### config.mk
export PLATFORM = sky130hd
export DESIGN_NAME = sbc_sdram_ctrl
export DESIGN_NICKNAME = d
export VERILOG_FILES = /design/src/shared/sbc_pkg.sv /design/src/verilog/sbc_sdram_ctrl.sv
export SDC_FILE = /design/constraint.sdc
export NUM_CORES = 1
export LEC_CHECK = 0
export BUFFER_PORTS_ARGS = -buffer_cell sky130_fd_sc_hd__buf_2
export CORE_MARGIN = 1
export CORE_UTILIZATION = 30
export DETAILED_ROUTE_END_ITERATION = 12
export GPL_ROUTABILITY_DRIVEN = 0
export PLACE_DENSITY = 0.55
export SKIP_CTS_REPAIR_TIMING = 1
export SLEW_MARGIN = 0
export SYNTH_ARGS = -nofsm -noshare
export SYNTH_HDL_FRONTEND = slang
export SYNTH_SLANG_ARGS = --single-unit
### constraint.sdc
create_clock -name clk -period 7 [get_ports clk]
set_input_delay 1.4 -clock clk [delete_from_list [all_inputs] [get_ports clk]]
set_output_delay 1.4 -clock clk [all_outputs]
set_load 0.005 [all_outputs]
### src/shared/sbc_pkg.sv
// Purpose: Constants, types and timing for the SDRAM burst controller
// Assumes: 250 MHz system clock; SDRAM with 12-bit muxed address, 2 banks
// Notes:   Cycle counts are derived from times in their own units
package sbc_pkg;

  // ----------------------------------------------------------------
  // Clock and timing
  // ----------------------------------------------------------------
  localparam int CLK_MHZ        = 250;
  localparam int PWRUP_US       = 100;
  localparam int PWRUP_CYC      = PWRUP_US * CLK_MHZ;
  localparam int REFRESH_NS     = 15600;
  // Longest interval, so round down
  localparam int REF_CYC        = (REFRESH_NS * CLK_MHZ) / 1000;
  localparam int T_RP_NS        = 20;
  localparam int T_RFC_NS       = 70;
  localparam int T_RCD_NS       = 20;
  localparam int T_MRD_NS       = 8;
  localparam int INIT_REFRESHES = 2;
  localparam int RD_LAT_CYC     = 6;
  localparam int WR_LAT_CYC     = 4;
  localparam int BURST_WORDS    = 256;

  // Least time in ns to whole cycles, at least one
  function automatic int cyc_ceil(input int ns);
    int c;
    c = (ns * CLK_MHZ + 999) / 1000;
    return (c < 1) ? 1 : c;
  endfunction

  localparam int T_RP_CYC  = cyc_ceil(T_RP_NS);
  localparam int T_RFC_CYC = cyc_ceil(T_RFC_NS);
  localparam int T_RCD_CYC = cyc_ceil(T_RCD_NS);
  localparam int T_MRD_CYC = cyc_ceil(T_MRD_NS);

  // ----------------------------------------------------------------
  // SDRAM address and mode word
  // ----------------------------------------------------------------
  localparam int         MA_W      = 12;
  localparam int         COL_W     = 8;
  localparam int         AP_BIT    = 10;
  localparam logic       MR_WBURST = 1'h0;
  localparam logic [2:0] MR_CAS    = 3'h2;
  localparam logic       MR_BTYPE  = 1'h0;
  localparam logic [2:0] MR_BLEN   = 3'h7;
  localparam logic [MA_W-1:0] MODE_WORD =
    {2'h0, MR_WBURST, 2'h0, MR_CAS, MR_BTYPE, MR_BLEN};

  // ----------------------------------------------------------------
  // Command pins: cs_n, ras_n, cas_n, we_n
  // ----------------------------------------------------------------
  typedef struct packed {
    logic cs_n;
    logic ras_n;
    logic cas_n;
    logic we_n;
  } sbc_cmd_t;

  localparam sbc_cmd_t CMD_NOP   = 4'h7;
  localparam sbc_cmd_t CMD_ACT   = 4'h3;
  localparam sbc_cmd_t CMD_READ  = 4'h5;
  localparam sbc_cmd_t CMD_WRITE = 4'h4;
  localparam sbc_cmd_t CMD_PRE   = 4'h2;
  localparam sbc_cmd_t CMD_REF   = 4'h1;
  localparam sbc_cmd_t CMD_MRS   = 4'h0;

  typedef enum logic [2:0] {
    S_PWRUP, S_INIT_REF, S_WAIT, S_IDLE, S_BURST
  } sbc_state_t;

  // ----------------------------------------------------------------
  // APB register map
  // ----------------------------------------------------------------
  localparam logic [11:0] OFS_CTRL     = 12'h000;
  localparam logic [11:0] OFS_STATUS   = 12'h004;
  localparam logic [11:0] OFS_REFCNT   = 12'h008;
  localparam logic [31:0] CTRL_RST     = 32'h0000_0001;
  localparam int          CTRL_REF_EN  = 0;
  localparam int          ST_INIT_DONE = 0;
  localparam int          ST_BURST     = 1;
  localparam int          ST_REF_DUE   = 2;
  localparam int          ST_STATE_LSB = 4;

endpackage

### src/verilog/sbc_sdram_ctrl.sv
// Purpose: Full-page burst SDRAM controller behind a PCI target back end
// Assumes: Front side logic shares clk; APB slave for control and status
// Notes:   Zero-wait APB; SDRAM data bus is split into in, out and enable
//
// Function
// - Address input width set by parameter, default 20
// - Read ready high when read access can start
// - Write ready high when write access can start
// - Wait 100 us with NOPs after reset
// - Then precharge all banks
// - Two auto refreshes before mode programming
// - Mode: burst write 0, CL2, sequential, full page
// - Begin with read qualifier starts burst read
// - Begin with write qualifier starts burst write
// - Burst continues until end pulse arrives
// - Auto refresh every 15.6 us
// - Ready rises cycle right after begin when idle with no refresh due, else once idle
// - Read word six cycles after strobe, then per strobe
// - Write word four cycles after strobe, then per strobe
// - End pulse terminates burst, precharges all banks
// - Works alongside target controller at its clock
// - Clock enable follows initiator ready during bursts
// - Asynchronous active-low reset returns initial state
`timescale 1ns/10ps
module sbc_sdram_ctrl
#(
  parameter int addr_width_param = 20,
  parameter int DATA_W           = 32,
  parameter int PWRUP_CYCLES     = sbc_pkg::PWRUP_CYC
) (
  // Clock and reset
  input  wire logic                        clk,
  input  wire logic                        resetn,
  // APB slave
  input  wire logic                        psel,
  input  wire logic                        penable,
  input  wire logic                        pwrite,
  input  wire logic [11:0]                 paddr,
  input  wire logic [31:0]                 pwdata,
  output logic      [31:0]                 prdata,
  output logic                             pready,
  output logic                             pslverr,
  // Front side command and handshake
  input  wire logic [addr_width_param-1:0] addr,
  input  wire logic                        xfer_begin_pulse,
  input  wire logic                        xfer_end_pulse,
  input  wire logic                        read_qualifier,
  input  wire logic                        write_qualifier,
  input  wire logic                        mem_space_qualifier,
  input  wire logic                        read_word_strobe,
  input  wire logic                        write_word_strobe,
  input  wire logic                        irdy_n,
  output logic                             read_side_ready,
  output logic                             write_side_ready,
  // Front side data
  input  wire logic [DATA_W-1:0]           wr_data,
  output logic      [DATA_W-1:0]           rd_data,
  output logic                             rd_data_valid,
  // SDRAM pins
  output sbc_pkg::sbc_cmd_t                mem_cmd,
  output logic                             mem_dqm,
  output logic      [sbc_pkg::MA_W-1:0]    muxed_row_col_addr,
  output logic                             mem_ba,
  output logic                             mem_cke,
  input  wire logic [DATA_W-1:0]           mem_dq_in,
  output logic      [DATA_W-1:0]           mem_dq_out,
  output logic                             mem_dq_oe
);
  import sbc_pkg::*;

  // ----------------------------------------------------------------
  // Declarations
  // ----------------------------------------------------------------
  localparam int TMR_W = $clog2(PWRUP_CYCLES + 1);
  localparam int REF_W = $clog2(REF_CYC + 1);

  sbc_state_t            state_r, state_nxt, ret_r, ret_nxt;
  logic [TMR_W-1:0]      timer_r, timer_nxt;
  logic [1:0]            refleft_r, refleft_nxt;
  logic                  init_done_r, init_nxt;
  logic                  col_done_r, col_nxt;
  logic                  burst_rd_r, burst_rd_nxt;
  sbc_cmd_t              cmd_r, cmd_nxt;
  logic [MA_W-1:0]       ma_r, ma_nxt;
  logic                  ba_r, ba_nxt;
  logic                  cke_r, cke_nxt;
  logic                  dqm_r, oe_r;
  logic [DATA_W-1:0]     dq_out_r, dq_meta_r, dq_sync_r, rd_data_r;
  logic [RD_LAT_CYC-1:0] rd_pipe_r;
  logic [WR_LAT_CYC-1:0] wr_pipe_r;
  logic                  rd_rdy_r, wr_rdy_r;
  logic                  pend_r, pend_rd_r;
  logic [addr_width_param-1:0] addr_q_r;
  logic [REF_W-1:0]      ref_cnt_r;
  logic                  due_r, ref_taken;
  logic [31:0]           refs_r, ctrl_r, prdata_r;
  logic                  pslverr_r;

  // ----------------------------------------------------------------
  // Decode
  // ----------------------------------------------------------------
  // Begins before init completes are dropped, not queued
  wire begin_ok  = xfer_begin_pulse & mem_space_qualifier & init_done_r &
                   (read_qualifier | write_qualifier);
  wire ref_go    = due_r & ctrl_r[CTRL_REF_EN];
  wire in_idle   = (state_r == S_IDLE);
  wire in_burst  = (state_r == S_BURST);
  wire start_now = in_idle & ~ref_go & (begin_ok | pend_r);
  wire sel_rd    = begin_ok ? read_qualifier : pend_rd_r;
  wire [addr_width_param-1:0] sel_addr = begin_ok ? addr : addr_q_r;
  // Top address bit picks the bank, the rest split row and column
  wire [MA_W-1:0] row_addr = MA_W'(sel_addr[addr_width_param-2:COL_W]);
  wire [MA_W-1:0] col_addr = MA_W'(addr_q_r[COL_W-1:0]);
  wire [MA_W-1:0] ap_addr  = MA_W'(1) << AP_BIT;
  wire            wr_word  = wr_pipe_r[WR_LAT_CYC-1];
  wire            first_ok = burst_rd_r ? read_word_strobe : wr_word;
  wire            end_now  = in_burst & xfer_end_pulse;
  wire            ref_tick = init_done_r & (ref_cnt_r == '0);

  // ----------------------------------------------------------------
  // Sequencer next state
  // ----------------------------------------------------------------
  always_comb begin
    state_nxt    = state_r;
    ret_nxt      = ret_r;
    timer_nxt    = (timer_r != '0) ? TMR_W'(timer_r - 1'b1) : timer_r;
    refleft_nxt  = refleft_r;
    init_nxt     = init_done_r;
    col_nxt      = col_done_r;
    burst_rd_nxt = burst_rd_r;
    cmd_nxt      = CMD_NOP;
    ma_nxt       = ma_r;
    ba_nxt       = ba_r;
    ref_taken    = 1'b0;
    case (state_r)
      S_PWRUP: begin
        if (timer_r == '0) begin
          cmd_nxt     = CMD_PRE;
          ma_nxt      = ap_addr;
          timer_nxt   = TMR_W'(T_RP_CYC - 1);
          ret_nxt     = S_INIT_REF;
          state_nxt   = S_WAIT;
          refleft_nxt = 2'(INIT_REFRESHES);
        end
      end
      S_INIT_REF: begin
        if (refleft_r != 2'h0) begin
          cmd_nxt     = CMD_REF;
          refleft_nxt = 2'(refleft_r - 2'h1);
          timer_nxt   = TMR_W'(T_RFC_CYC - 1);
          ret_nxt     = S_INIT_REF;
          state_nxt   = S_WAIT;
        end else begin
          cmd_nxt   = CMD_MRS;
          ma_nxt    = MODE_WORD;
          ba_nxt    = 1'b0;
          timer_nxt = TMR_W'(T_MRD_CYC - 1);
          ret_nxt   = S_IDLE;
          state_nxt = S_WAIT;
          init_nxt  = 1'b1;
        end
      end
      S_WAIT: begin
        if (timer_r == '0) begin
          state_nxt = ret_r;
        end
      end
      S_IDLE: begin
        if (ref_go) begin
          cmd_nxt   = CMD_REF;
          ref_taken = 1'b1;
          timer_nxt = TMR_W'(T_RFC_CYC - 1);
          ret_nxt   = S_IDLE;
          state_nxt = S_WAIT;
        end else if (start_now) begin
          cmd_nxt      = CMD_ACT;
          ma_nxt       = row_addr;
          ba_nxt       = sel_addr[addr_width_param-1];
          timer_nxt    = TMR_W'(T_RCD_CYC - 1);
          col_nxt      = 1'b0;
          burst_rd_nxt = sel_rd;
          state_nxt    = S_BURST;
        end
      end
      S_BURST: begin
        if (xfer_end_pulse) begin
          // Precharge also cuts a full-page burst short
          cmd_nxt   = CMD_PRE;
          ma_nxt    = ap_addr;
          timer_nxt = TMR_W'(T_RP_CYC - 1);
          ret_nxt   = S_IDLE;
          state_nxt = S_WAIT;
        end else if (!col_done_r && timer_r == '0 && first_ok) begin
          // One column command; the page then streams on its own
          cmd_nxt = burst_rd_r ? CMD_READ : CMD_WRITE;
          ma_nxt  = col_addr;
          col_nxt = 1'b1;
        end
      end
      default: begin
        state_nxt = S_IDLE;
      end
    endcase
  end

  // Clock enable: stall the SDRAM while the PCI master waits
  always_comb begin
    cke_nxt = 1'b1;
    if (in_burst && col_done_r && !xfer_end_pulse) begin
      cke_nxt = ~irdy_n;
    end
  end

  // ----------------------------------------------------------------
  // Sequencer registers
  // ----------------------------------------------------------------
  always_ff @(posedge clk or negedge resetn) begin
    if (!resetn) begin
      state_r     <= S_PWRUP;
      ret_r       <= S_PWRUP;
      timer_r     <= TMR_W'(PWRUP_CYCLES - 1);
      refleft_r   <= 2'h0;
      init_done_r <= 1'b0;
      col_done_r  <= 1'b0;
      burst_rd_r  <= 1'b0;
    end else begin
      state_r     <= state_nxt;
      ret_r       <= ret_nxt;
      timer_r     <= timer_nxt;
      refleft_r   <= refleft_nxt;
      init_done_r <= init_nxt;
      col_done_r  <= col_nxt;
      burst_rd_r  <= burst_rd_nxt;
    end
  end

  // SDRAM pin registers
  always_ff @(posedge clk or negedge resetn) begin
    if (!resetn) begin
      cmd_r <= CMD_NOP;
      ma_r  <= '0;
      ba_r  <= 1'b0;
      cke_r <= 1'b1;
    end else begin
      cmd_r <= cmd_nxt;
      ma_r  <= ma_nxt;
      ba_r  <= ba_nxt;
      cke_r <= cke_nxt;
    end
  end

  // ----------------------------------------------------------------
  // Begin capture and ready handshake
  // ----------------------------------------------------------------
  // A begin during refresh is held and served once idle
  always_ff @(posedge clk or negedge resetn) begin
    if (!resetn) begin
      pend_r    <= 1'b0;
      pend_rd_r <= 1'b0;
      addr_q_r  <= '0;
    end else begin
      pend_r <= (begin_ok | pend_r) & ~start_now;
      if (begin_ok) begin
        pend_rd_r <= read_qualifier;
        addr_q_r  <= addr;
      end
    end
  end

  always_ff @(posedge clk or negedge resetn) begin
    if (!resetn) begin
      rd_rdy_r <= 1'b0;
      wr_rdy_r <= 1'b0;
    end else if (end_now) begin
      rd_rdy_r <= 1'b0;
      wr_rdy_r <= 1'b0;
    end else if (start_now) begin
      rd_rdy_r <= sel_rd;
      wr_rdy_r <= ~sel_rd;
    end
  end

  // ----------------------------------------------------------------
  // Data path
  // ----------------------------------------------------------------
  // Strobe delay lines mark when words are due
  always_ff @(posedge clk or negedge resetn) begin
    if (!resetn) begin
      rd_pipe_r <= '0;
      wr_pipe_r <= '0;
    end else begin
      rd_pipe_r <= {rd_pipe_r[RD_LAT_CYC-2:0], read_word_strobe & in_burst};
      wr_pipe_r <= {wr_pipe_r[WR_LAT_CYC-2:0], write_word_strobe & in_burst};
    end
  end

  // Read pins pass three flops; the command register and the CAS latency fill the rest
  always_ff @(posedge clk or negedge resetn) begin
    if (!resetn) begin
      dq_meta_r <= '0;
      dq_sync_r <= '0;
      rd_data_r <= '0;
      dq_out_r  <= '0;
      oe_r      <= 1'b0;
      dqm_r     <= 1'b0;
    end else begin
      dq_meta_r <= mem_dq_in;
      dq_sync_r <= dq_meta_r;
      rd_data_r <= dq_sync_r;
      dq_out_r  <= wr_data;
      oe_r      <= in_burst & ~burst_rd_r & ~xfer_end_pulse;
      // Masks write slots with no word from the front side
      dqm_r     <= in_burst & ~burst_rd_r & ~wr_word;
    end
  end

  // ----------------------------------------------------------------
  // Refresh timer
  // ----------------------------------------------------------------
  // Set wins over take, so a tick never gets lost
  always_ff @(posedge clk or negedge resetn) begin
    if (!resetn) begin
      ref_cnt_r <= REF_W'(REF_CYC - 1);
      due_r     <= 1'b0;
      refs_r    <= 32'h0000_0000;
    end else begin
      if (init_done_r) begin
        ref_cnt_r <= ref_tick ? REF_W'(REF_CYC - 1) : REF_W'(ref_cnt_r - 1'b1);
      end
      due_r <= ref_tick | (due_r & ~ref_taken);
      if (ref_taken) begin
        refs_r <= refs_r + 32'h0000_0001;
      end
    end
  end

  // ----------------------------------------------------------------
  // APB slave
  // ----------------------------------------------------------------
  wire apb_setup = psel & ~penable;
  wire apb_wr    = psel & penable & pwrite;
  wire hit_ctrl  = (paddr == OFS_CTRL);
  wire hit_stat  = (paddr == OFS_STATUS);
  wire hit_refs  = (paddr == OFS_REFCNT);
  wire [31:0] status_w = (32'(state_r) << ST_STATE_LSB) |
                         (32'(due_r) << ST_REF_DUE) |
                         (32'(in_burst) << ST_BURST) |
                         (32'(init_done_r) << ST_INIT_DONE);
  wire [31:0] rd_mux = hit_ctrl ? ctrl_r :
                       hit_stat ? status_w :
                       hit_refs ? refs_r : 32'h0000_0000;

  // Read data fixed at setup so the access phase needs no wait
  always_ff @(posedge clk or negedge resetn) begin
    if (!resetn) begin
      ctrl_r    <= CTRL_RST;
      prdata_r  <= 32'h0000_0000;
      pslverr_r <= 1'b0;
    end else begin
      if (apb_setup) begin
        prdata_r  <= rd_mux;
        pslverr_r <= ~(hit_ctrl | hit_stat | hit_refs);
      end
      if (apb_wr && hit_ctrl) begin
        ctrl_r <= pwdata & (32'h0000_0001 << CTRL_REF_EN);
      end
    end
  end

  // ----------------------------------------------------------------
  // Outputs
  // ----------------------------------------------------------------
  assign prdata             = prdata_r;
  assign pready             = 1'b1;
  assign pslverr            = pslverr_r;
  assign read_side_ready    = rd_rdy_r;
  assign write_side_ready   = wr_rdy_r;
  assign rd_data            = rd_data_r;
  assign rd_data_valid      = rd_pipe_r[RD_LAT_CYC-1];
  assign mem_cmd            = cmd_r;
  assign mem_dqm            = dqm_r;
  assign muxed_row_col_addr = ma_r;
  assign mem_ba             = ba_r;
  assign mem_cke            = cke_r;
  assign mem_dq_out         = dq_out_r;
  assign mem_dq_oe          = oe_r;

endmodule

==> metrics <==
FF-to-FF setup slack=4.16 ns; Seq/Total Area, Yosys=71.02%; Worst Max-Slew Pin Slew=0.9913 ns; nets=1151; Min Hold Slack=0.3407 ns; r2r worst-path depth=7; Max-cap violations=0; core area=32700 sq um; Worst Setup End Kind=flop; final setup TNS=0 ns; synth top area cells=dfrtp_1 65%, dfstp_2 5.8%, nand2_1 3.5%, xnor2_1 2.4%, a22o_1 2.3%; Worst R2R Start=timer_r[4]; GRT Total Usage=12.69%; die area=34220 sq um; DIE WIDTH=185.0 microns; clock root cell=clkbuf_16; CTS tree=yes; Hold Vio Cnt, Final=0; asr flop ratio synth=100.0%; DRT Pass-1 Iters=4; initial antenna violation count=0; PwrDens=334.3 nW/um^2; grt total ovfl=0; Final Max Tran Viols=0; PortBufs=227; Top Ports=262; Vias/cell=4.449; Final ANT Viol Nets=0; Worst setup endpoint=prdata[24]; H-Tree Level Count=1; Crit Reg-Reg Endpoint=timer_r[6]; number of synthesized flops with an enable pin=0; fillers=3225; post-synth top area cell=dfrtp_1; Post-synth top flop=dfrtp_1; routed len/inst=14.67 microns; final core utilization=38.90%; Slew headroom=33.91%; Cell variety after synth=61; status=completed; Lkg Pwr=0.006109 uW; WS Path Type=in -> reg; Post-Syn Area per Cell=13.17 sq um; skew final=0.007300 ns; Clock Path Buffers=3; vias in the first global route=6559; Post-Place Cells=1413; Post-DP HPWL=14460 microns; final critical-path share of the clock period=43.95%; initial drt markers=407; largest net degree at the start of global routing=155; clock latency on the worst-skew pair=0.55 ns; post-layout minimum cycle time=3.077 ns; area delta synth->final=26.64%; worst vdd rail ir drop=0.0002006 V; row count=66; CP startpoint=paddr[7]; layout cell share with drive strength beyond 1=31.58%; CTS clk-pin slew, worst paths=0.06 ns; final setup margin=3.923 ns; Arrival @ worst endpoint=3.57 ns; Synth Cell Area=10050 sq um; DRC Markers=0; cts bufs inserted=31; first-pass GRT wire length=34830 microns; Finish-stage setup viols=0; Num Clock Sinks=284; Max Freq=0.3250 GHz; Mapped Cells=763; most frequent cells in the layout=262 x dfrtp_1, 226 x buf_2, 94 x nand2_1; RSZ-0062 raised after global routing=false; startpoint types=primary input; storage element area=7134 sq um; antenna cells=0; synthesized flop and latch total=284; Worst Path Max Fanout=14; Synth top area share=65.26%; die extent in y=185.0 microns; Yosys warning count=0; Initial Util=30.72%; Post-Route WL=21580 microns; commonest non-fill, non-tap cell in the layout=dfrtp_1; worst hold path type=reg -> reg; Multi-input gate area=2690 sq um; fin cells=1471; worst slack, placed=3.324 ns; CP Data Required Time=7.49 ns; via count=6545
power by group:
part           leakage, uW  switching (uW)  internal [uW]
registers          0.00351             137           1890
logic              0.00211             353            262
clock network     0.000495             651            963
total              0.00611            1140           3110
critical path: stages:
cell     delay, ns
buf_2         0.10
nor4_1        0.28
nand3_1       0.41
nor3b_2       0.90
buf_4         0.32
a22o_1        0.14
final cells by class:
cell class                 count  area share [%]
clock buffer                  46           7.091
clock inverter                12           1.003
inverter                      27          0.8163
multi-input combinational    426           21.14
sequential                   284           56.08
tap                          442           4.347
timing repair buffer         234           9.520
how the worst min path moves through the flow:
stage | start | end | slack, ns | cells past startpoint
floorplan | dq_meta_r[0] | dq_sync_r[0] | 0.33 | 0
global placement | dq_sync_r[12] | rd_data[12] | 0.33 | 0
detailed placement | dq_meta_r[11] | dq_sync_r[11] | 0.33 | 0
CTS | dq_meta_r[29] | dq_sync_r[29] | 0.34 | 0
global route | dq_sync_r[13] | rd_data[13] | 0.35 | 0
finish | dq_meta_r[29] | dq_sync_r[29] | 0.34 | 0
routing by layer:
layer / global-route usage (%) / vias to the layer above / share of wire (%)
met5: 0 / - / 0
met4: 3.802 / 0 / 2.2
met3: 2.615 / 39 / 6.6
met2: 20.63 / 188 / 47
met1: 16.98 / 3216 / 45
li1: - / 3102 / -
synthesized netlist by cell type, drive strengths merged, types with 9 or more instances:
cell type / count
a21oi: 21
a22o: 26
a22oi: 9
and3: 10
buf: 9
clkbuf: 18
dfrtp: 262
dfstp: 22
inv: 27
mux2i: 14
nand2: 94
nand3: 17
nand4: 20
nor2: 50
nor3: 18
nor4: 10
xnor2: 28
xor2: 20
stage by stage:
step	power, uW	cell area [sq um]
2_1_floorplan	2448	10050
3_3_place_gp	2661	11690
3_5_place_dp	2679	11690
4_1_cts	4334	12720
5_1_grt	4509	12720
6_report	4254	12720
cell families (layout without fill, tap and decap cells):
group / after synthesis / in the layout / share of synthesized area, %
buf+inv: 54 / 319 / 2.354
flops: 284 / 284 / 71.02
mux: 19 / 19 / 1.955
simple gates: 252 / 252 / 12.42
compound gates: 98 / 98 / 7.249
other cells: 2 / 3 / 0.07476
xor+xnor: 48 / 48 / 4.185
fa+ha+maj: 6 / 6 / 0.7473
flip-flops by register name (all words and copies together), names as in the netlist, 11 cells and up:
register and cells:
refs_r 32, timer_r 15, dq_meta_r 32, prdata 32
rd_data 32, muxed_row_col_addr 11, addr_q_r 20, mem_dq_out 32
dq_sync_r 32, ref_cnt_r 12
No activity file was read; power rests on OpenSTA's default activity.
